$ cat src/common/pmdc_params.svh
`ifndef PMDC_PARAMS_SVH
`define PMDC_PARAMS_SVH
// How it works
// - Wait 200 us, eight refreshes, then access
// - Repeat eight-refresh wake-up after refresh lapse
// - Raise both strobes to clear output
// - Read strobe held high past strobe rise
// - Odd write timing leaves output undefined
// - Gate tied low forbids late writes
// - Write command is write strobe falling
// - Gate high during late write data drive
// - Each byte strobe meets pulse width
// - Hidden refresh keeps column strobe low
// - All 512 rows refreshed every 8 ms
//------------------------------------------------
// Timing
//------------------------------------------------
`define PMDC_CLK_NS 25
`define PMDC_WAKE_US 200
`define PMDC_WAKE_CYC ((`PMDC_WAKE_US * 1000) / `PMDC_CLK_NS)
`define PMDC_WAKE_REFRESHES 8
`define PMDC_REF_PERIOD_MS 8
`define PMDC_REF_ROWS 512
`define PMDC_REF_INT_CYC \
	((`PMDC_REF_PERIOD_MS * 1000000) / `PMDC_CLK_NS / `PMDC_REF_ROWS)
`define PMDC_PHASE_CYC 2
`endif

$ cat src/common/pmdc_pkg.sv
package pmdc_pkg;
	typedef enum logic [3:0] {
		ST_WAKE = 4'h0,
		ST_IDLE = 4'h1,
		ST_ROW = 4'h2,
		ST_COL = 4'h3,
		ST_LATE = 4'h4,
		ST_GATE = 4'h5,
		ST_RPRE = 4'h6,
		ST_CBR_COL = 4'h7,
		ST_CBR_ROW = 4'h8,
		ST_CBR_END = 4'h9
	} pmdc_state_t;
	typedef enum logic [1:0] {
		OP_READ = 2'h0,
		OP_EARLY_WRITE = 2'h1,
		OP_LATE_WRITE = 2'h2,
		OP_RMW = 2'h3
	} pmdc_op_t;
	typedef struct packed {
		pmdc_op_t op;
		logic [8:0] row;
		logic [8:0] col;
		logic [1:0] byte_en;
		logic [15:0] wdata;
	} pmdc_req_t;
	typedef struct packed {
		logic row_strobe_n;
		logic low_byte_col_strobe_n;
		logic high_byte_col_strobe_n;
		logic write_strobe_n;
		logic output_gate_n;
		logic [8:0] addr;
		logic [15:0] dq_out;
		logic dq_oe;
	} pmdc_pins_t;
endpackage

$ cat src/pmdc_ctrl.sv
`timescale 1ns/100ps
`include "pmdc_params.svh"
module pmdc_ctrl #(
	parameter int WAKE_CYC = `PMDC_WAKE_CYC,
	parameter int REF_INT_CYC = `PMDC_REF_INT_CYC,
	parameter int PHASE_CYC = `PMDC_PHASE_CYC
) (
	input wire logic sys_clk,
	input wire logic reset_n,
	input wire logic req_valid,
	input wire pmdc_pkg::pmdc_req_t req,
	input wire logic refresh_lapsed,
	output logic req_ready,
	output logic rsp_valid,
	output logic [15:0] rsp_data,
	output logic ready_for_access,
	output pmdc_pkg::pmdc_pins_t pins,
	input wire logic [15:0] dq_in
);
	if (WAKE_CYC < 1 || PHASE_CYC < 1 || PHASE_CYC > 255) begin
		$error("pmdc_ctrl: bad timing parameter");
	end
	//------------------------------------------------
	// State
	//------------------------------------------------
	typedef struct packed {
		pmdc_pkg::pmdc_state_t state;
		pmdc_pkg::pmdc_req_t cur;
		logic [31:0] wait_cnt;
		logic [7:0] ph;
		logic [3:0] wake_left;
		logic [9:0] owed;
		logic awake;
		logic lapse;
		logic ready;
		logic rvalid;
		logic [15:0] rdata;
		pmdc_pkg::pmdc_pins_t pins;
	} pmdc_ctrl_st_t;
	pmdc_ctrl_st_t st_reg, st_next;
	logic ref_tick;
	pmdc_tick #(
		.INTERVAL(REF_INT_CYC)
	) u_tick (
		.sys_clk(sys_clk),
		.reset_n(reset_n),
		.restart(!st_reg.awake),
		.tick(ref_tick)
	);
	function automatic logic phase_done(input logic [7:0] ph);
		return ph == 8'(PHASE_CYC - 1);
	endfunction
	function automatic pmdc_pkg::pmdc_pins_t pins_idle();
		pmdc_pkg::pmdc_pins_t p;
		p = '0;
		p.row_strobe_n = 1'b1;
		p.low_byte_col_strobe_n = 1'b1;
		p.high_byte_col_strobe_n = 1'b1;
		p.write_strobe_n = 1'b1;
		p.output_gate_n = 1'b1;
		return p;
	endfunction
	always_comb begin
		st_next = st_reg;
		st_next.rvalid = 1'b0;
		st_next.ph = st_reg.ph + 8'h1;
		if (ref_tick && st_reg.owed != 10'h3ff) begin
			st_next.owed = st_reg.owed + 10'h1;
		end
		// Lapse kept until idle can start the wake-up
		if (refresh_lapsed && st_reg.awake) begin
			st_next.lapse = 1'b1;
		end
		case (st_reg.state)
		pmdc_pkg::ST_WAKE: begin
			st_next.pins = pins_idle();
			st_next.ph = '0;
			if (st_reg.wait_cnt != 32'(WAKE_CYC)) begin
				st_next.wait_cnt = st_reg.wait_cnt + 32'h1;
			end else begin
				st_next.state = pmdc_pkg::ST_CBR_COL;
			end
		end
		pmdc_pkg::ST_IDLE: begin
			st_next.pins = pins_idle();
			st_next.ph = '0;
			if (req_valid && st_reg.ready) begin
				// Offered handshake always honoured
				st_next.cur = req;
				st_next.ready = 1'b0;
				st_next.pins.addr = req.row;
				st_next.pins.row_strobe_n = 1'b0;
				st_next.state = pmdc_pkg::ST_ROW;
			end else if (st_reg.lapse || refresh_lapsed) begin
				st_next.lapse = 1'b0;
				st_next.awake = 1'b0;
				st_next.ready = 1'b0;
				st_next.wake_left = 4'(`PMDC_WAKE_REFRESHES);
				st_next.state = pmdc_pkg::ST_CBR_COL;
			end else if (st_reg.owed != '0) begin
				st_next.ready = 1'b0;
				st_next.state = pmdc_pkg::ST_CBR_COL;
			end else begin
				st_next.ready = st_reg.awake;
			end
		end
		pmdc_pkg::ST_ROW: begin
			st_next.pins.addr = st_reg.cur.col;
			if (phase_done(st_reg.ph)) begin
				st_next.ph = '0;
				st_next.state = pmdc_pkg::ST_COL;
				if (st_reg.cur.op == pmdc_pkg::OP_EARLY_WRITE) begin
					st_next.pins.write_strobe_n = 1'b0;
					st_next.pins.dq_out = st_reg.cur.wdata;
					st_next.pins.dq_oe = 1'b1;
				end else if (st_reg.cur.op != pmdc_pkg::OP_LATE_WRITE) begin
					st_next.pins.output_gate_n = 1'b0;
				end
				// Per byte strobes
				st_next.pins.low_byte_col_strobe_n = !st_reg.cur.byte_en[0];
				st_next.pins.high_byte_col_strobe_n = !st_reg.cur.byte_en[1];
			end
		end
		pmdc_pkg::ST_COL: begin
			if (phase_done(st_reg.ph)) begin
				st_next.ph = '0;
				if (st_reg.cur.op == pmdc_pkg::OP_READ ||
					st_reg.cur.op == pmdc_pkg::OP_RMW) begin
					st_next.rdata = dq_in;
				end
				if (st_reg.cur.op == pmdc_pkg::OP_READ) begin
					st_next.rvalid = 1'b1;
					st_next.state = pmdc_pkg::ST_RPRE;
				end else if (st_reg.cur.op == pmdc_pkg::OP_EARLY_WRITE) begin
					st_next.state = pmdc_pkg::ST_RPRE;
				end else begin
					// Gate driven, never tied low
					st_next.pins.output_gate_n = 1'b1;
					st_next.state = pmdc_pkg::ST_GATE;
				end
			end
		end
		pmdc_pkg::ST_GATE: begin
			if (phase_done(st_reg.ph)) begin
				st_next.ph = '0;
				// Write only after a full gate phase
				st_next.pins.write_strobe_n = 1'b0;
				st_next.pins.dq_out = st_reg.cur.wdata;
				st_next.pins.dq_oe = 1'b1;
				st_next.rvalid = st_reg.cur.op == pmdc_pkg::OP_RMW;
				st_next.state = pmdc_pkg::ST_LATE;
			end
		end
		pmdc_pkg::ST_LATE: begin
			if (phase_done(st_reg.ph)) begin
				st_next.ph = '0;
				st_next.state = pmdc_pkg::ST_RPRE;
			end
		end
		pmdc_pkg::ST_RPRE: begin
			// Read hold past both rises, then full precharge
			st_next.pins = pins_idle();
			st_next.pins.write_strobe_n = st_reg.pins.write_strobe_n;
			if (phase_done(st_reg.ph)) begin
				st_next.ph = '0;
				st_next.pins = pins_idle();
				st_next.state = pmdc_pkg::ST_IDLE;
			end
		end
		pmdc_pkg::ST_CBR_COL: begin
			// Refresh starts from full precharge
			st_next.pins = pins_idle();
			st_next.pins.low_byte_col_strobe_n = 1'b0;
			st_next.pins.high_byte_col_strobe_n = 1'b0;
			if (phase_done(st_reg.ph)) begin
				st_next.ph = '0;
				st_next.pins.row_strobe_n = 1'b0;
				st_next.state = pmdc_pkg::ST_CBR_ROW;
			end
		end
		pmdc_pkg::ST_CBR_ROW: begin
			if (phase_done(st_reg.ph)) begin
				st_next.ph = '0;
				st_next.pins = pins_idle();
				st_next.state = pmdc_pkg::ST_CBR_END;
			end
		end
		pmdc_pkg::ST_CBR_END: begin
			if (phase_done(st_reg.ph)) begin
				st_next.ph = '0;
				// Device row counter advances itself
				if (st_reg.owed != '0) begin
					// Tick in this cycle cancels the service
					st_next.owed = ref_tick ? st_reg.owed :
						st_reg.owed - 10'h1;
				end
				if (st_reg.wake_left > 4'h1) begin
					st_next.wake_left = st_reg.wake_left - 4'h1;
					st_next.state = pmdc_pkg::ST_CBR_COL;
				end else begin
					st_next.wake_left = '0;
					st_next.awake = 1'b1;
					st_next.state = pmdc_pkg::ST_IDLE;
				end
			end
		end
		default: begin
			st_next.state = pmdc_pkg::ST_IDLE;
		end
		endcase
	end
	always_ff @(posedge sys_clk or negedge reset_n) begin
		if (!reset_n) begin
			st_reg <= '0;
			st_reg.state <= pmdc_pkg::ST_WAKE;
			st_reg.wake_left <= 4'(`PMDC_WAKE_REFRESHES);
			st_reg.pins <= pins_idle();
		end else begin
			st_reg <= st_next;
		end
	end
	assign req_ready = st_reg.ready;
	assign rsp_valid = st_reg.rvalid;
	assign rsp_data = st_reg.rdata;
	assign ready_for_access = st_reg.awake;
	assign pins = st_reg.pins;
endmodule

$ cat src/pmdc_tick.sv
`timescale 1ns/100ps
`include "pmdc_params.svh"
module pmdc_tick #(
	parameter int INTERVAL = `PMDC_REF_INT_CYC
) (
	input wire logic sys_clk,
	input wire logic reset_n,
	input wire logic restart,
	output logic tick
);
	if (INTERVAL < 2) begin
		$error("pmdc_tick: interval too short");
	end
	typedef struct packed {
		logic [31:0] cnt;
		logic tick;
	} pmdc_tick_st_t;
	pmdc_tick_st_t st_reg, st_next;
	always_comb begin
		st_next = st_reg;
		st_next.tick = 1'b0;
		if (restart || st_reg.cnt == 32'(INTERVAL - 1)) begin
			st_next.cnt = '0;
			st_next.tick = !restart;
		end else begin
			st_next.cnt = st_reg.cnt + 32'h1;
		end
	end
	always_ff @(posedge sys_clk or negedge reset_n) begin
		if (!reset_n) begin
			st_reg <= '0;
		end else begin
			st_reg <= st_next;
		end
	end
	assign tick = st_reg.tick;
endmodule

$ cat config.mk
export PLATFORM = sky130hd
export DESIGN_NAME = pmdc_ctrl
export DESIGN_NICKNAME = d
export VERILOG_FILES = /design/src/common/pmdc_pkg.sv /design/src/pmdc_ctrl.sv /design/src/pmdc_tick.sv
export VERILOG_INCLUDE_DIRS = /design/src /design/src/common
export SDC_FILE = /design/constraint.sdc
export NUM_CORES = 1
export LEC_CHECK = 0
export ABC_AREA = 0
export BUFFER_PORTS_ARGS = -buffer_cell sky130_fd_sc_hd__buf_2
export CELL_PAD_IN_SITES_DETAIL_PLACEMENT = 1
export CELL_PAD_IN_SITES_GLOBAL_PLACEMENT = 1
export CORE_AREA = 2 2 142 144
export DETAILED_ROUTE_END_ITERATION = 10
export DIE_AREA = 0 0 144 146
export PLACE_DENSITY_LB_ADDON = 0.1
export SLEW_MARGIN = 30
export SYNTH_ARGS = -nofsm -noshare
export SYNTH_HDL_FRONTEND = slang
export SYNTH_HIERARCHICAL = 1
export SYNTH_SLANG_ARGS = --single-unit
$ cat constraint.sdc
create_clock -name sys_clk -period 3.2 [get_ports sys_clk]
set_input_delay 0.64 -clock sys_clk [delete_from_list [all_inputs] [get_ports sys_clk]]
set_output_delay 0.64 -clock sys_clk [all_outputs]
set_load 0.01 [all_outputs]
==> flow_metrics.tcl <==
set metrics [dict create \
    outcome "finished clean" \
    grt_pass1_vias 7153 \
    p_leak_nw 4.53 \
    setup.worst_path.end_class "register" \
    syn_avg_cell_area_um2 10.4 \
    crit_fanout 23 \
    async_reset_ff_frac 1.00 \
    finalCoreUtilization 0.510 \
    irDropWorstVdd_uv 453 \
    routed_wl_mm 21.3 \
    required_ns 3.52 \
    largest_reg_flops 88 \
    synth_edf_count 0 \
    start_kind "register" \
    final_cell_mix "dfrtp_1, buf_2, nand2_1" \
    critPathKind "reg -> reg" \
    port_buffers 107 \
    reg2regPathDepth 4 \
    cts_root_buf "clkbuf_16" \
    clk_latency_ns 0.44 \
    final_common_cell "dfrtp_1" \
    cts_hold_buf 0 \
    numCtsBuffers 17 \
    slew_violations 0 \
    io_pins 108 \
    first_pass_iters 6 \
    ant_nets 0 \
    die_h_um 146 \
    ys_warn_count 6 \
    drc 0 \
    diodes 0 \
    wl_per_cell_um 18.1 \
    power_density_mw_per_mm2 742 \
    grt_first_pass_wirelength_mm 35.8 \
    worst_pin_slew_ns 0.917 \
    synthToLayoutAreaGrowth_pct 12.4 \
    antenna_found_initial 0 \
    timing.fmax_ghz 0.403 \
    multi_input_area_mm2 0.00389 \
    max-slew-margin-rel 0.389 \
    max_cap_viol_count 0 \
    arrival_ns 2.80 \
    yosysSeqAreaShare 0.488 \
    vias_per_cell 5.62 \
    fin_skew_ns 0.0133 \
    die_width_um 144 \
    regArea_mm2 0.00429 \
    path_cells "nor2b_1, nand2_1, or3_1, mux2_4" \
    nFillCells 2147 \
    clk_pin_slew_ns 0.07 \
    slowest_stage "dfrtp_1" \
    setup_tns_ns 0 \
    hp-class "in -> async" \
    slowest_delay_ns 0.74 \
    cts_resized 0 \
    min_period_ns 2.48 \
    cts_sinks 171 \
    drive_gt1_frac 0.252 \
    rows 51 \
    cts_setup_buffers 0 \
    synth.net_count 916 \
    synthesis.area_mm2 0.00878 \
    dpl.hpwl_mm 15.3 \
    finalSetupViolCount 0 \
    cts_tree "done" \
    grt_max_degree 71 \
    routabilityCongestion 0.856 \
    clockBufferDepth 2 \
    ys_seq_elements 171 \
    layout.nets 976 \
    h-tree-depth 4 \
    core_area_mm2 0.0193 \
    grt_overflow_total 0 \
    synthFlopType "dfrtp_1" \
    initial_utilization 0.454 \
    vias 6639 \
    track_usage 0.212 \
    die_area_mm2 0.0210 \
    post-route-period-util 0.776 \
    final_hold_viol_count 0 \
    drtIter0Drc 300 \
    synthCells 844 \
    synth_cell_types 63 \
    rsz0062_at_grt "false" \
]
-- power breakdown --
group          internal [W]  switching, W
registers           0.00258      0.000325
logic              0.000978       0.00137
clock network       0.00110      0.000962
total               0.00466       0.00266
-- cells by family (layout without fill, tap and decap cells) --
logic type | after synthesis | in the layout | synth area share
muxes | 63 | 63 | 0.0845
adders and majority gates | 15 | 15 | 0.0211
xor gates and xnor gates | 58 | 58 | 0.0579
DFF | 171 | 171 | 0.488
buffers and inverters | 104 | 177 | 0.0683
AOI/OAI and AO/OA | 114 | 114 | 0.0851
and+or+nand+nor | 319 | 319 | 0.195
-- stage by stage --
step,hold WS (ns),worst slack (ns),cells,area [um^2],total power [W]
2_1_floorplan,0.344,1.01,844,8780,0.00471
4_1_cts,0.234,0.721,1182,9860,0.00743
3_3_place_gp,0.447,0.785,1150,9280,0.00521
5_1_grt,0.265,0.567,1182,9860,0.00778
6_report,0.226,0.717,1182,9860,0.00732
3_5_place_dp,0.454,0.732,1150,9280,0.00532
-- synthesized netlist by cell type (3+ instances only) --
library cell | instances | area share
mux2_2 | 49 | 0.063
nor4_1 | 17 | 0.012
a22o_1 | 11 | 0.011
dfrtp_1 | 165 | 0.47
and4_1 | 9 | 0.0090
nand2_1 | 76 | 0.032
nand3_1 | 56 | 0.032
buf_2 | 11 | 0.0063
xnor2_1 | 40 | 0.040
ha_1 | 14 | 0.020
nor2_1 | 45 | 0.019
clkbuf_1 | 19 | 0.0081
dfstp_2 | 6 | 0.018
nor3_1 | 16 | 0.0091
nor2b_1 | 3 | 0.0021
xor2_1 | 18 | 0.018
nand2b_1 | 4 | 0.0029
buf_4 | 48 | 0.041
mux2_4 | 10 | 0.017
a21oi_1 | 36 | 0.021
and3_1 | 20 | 0.014
mux2i_1 | 4 | 0.0046
or4_1 | 12 | 0.010
o21a_1 | 3 | 0.0026
or3_1 | 9 | 0.0064
nor4b_1 | 8 | 0.0080
inv_1 | 22 | 0.0094
nand4_1 | 25 | 0.018
o31ai_1 | 14 | 0.012
o21ai_0 | 21 | 0.012
and2_1 | 5 | 0.0036
-- layer usage --
layer / vias up / share of wire / track usage
met3: 24 / 0.037 / 0.0533
met1: 3382 / 0.43 / 0.259
met4: 0 / 0.014 / 0.0529
met5: - / 0 / 0
met2: 115 / 0.52 / 0.373
li1: 3118 / - / -
-- worst max-delay path, delay by kind of cell, from the launching register on --
kind / cells / cell delay, ns
muxes: 1 / 0.44
and+or+nand+nor: 3 / 1.19
DFF: 1 / 0.74
-- final timing paths --
path / start / endpoint / slack [ns]
min in group sys_clk: req[18] / st_reg[123] / 0.43
worst min-delay path: reset_n / u_tick/st_reg[20] / 0.23
worst max register to register: st_reg[144] / rsp_data[10] / 0.72
worst max-delay path: st_reg[144] / rsp_data[10] / 0.72
worst min register to register: pins[8] / pins[8] / 0.47
max in group asynchronous: reset_n / pins[28] / 2.18
-- cell type report --
class / count / area share
multi-input cells: 569 / 0.395
flip-flops and latches: 171 / 0.435
well taps: 265 / 0.0336
clock buffers: 17 / 0.0431
repair buffers: 123 / 0.0696
clock inverters: 15 / 0.0157
inverters: 22 / 0.00837
Note: power is estimated with default switching activity, not from simulation.
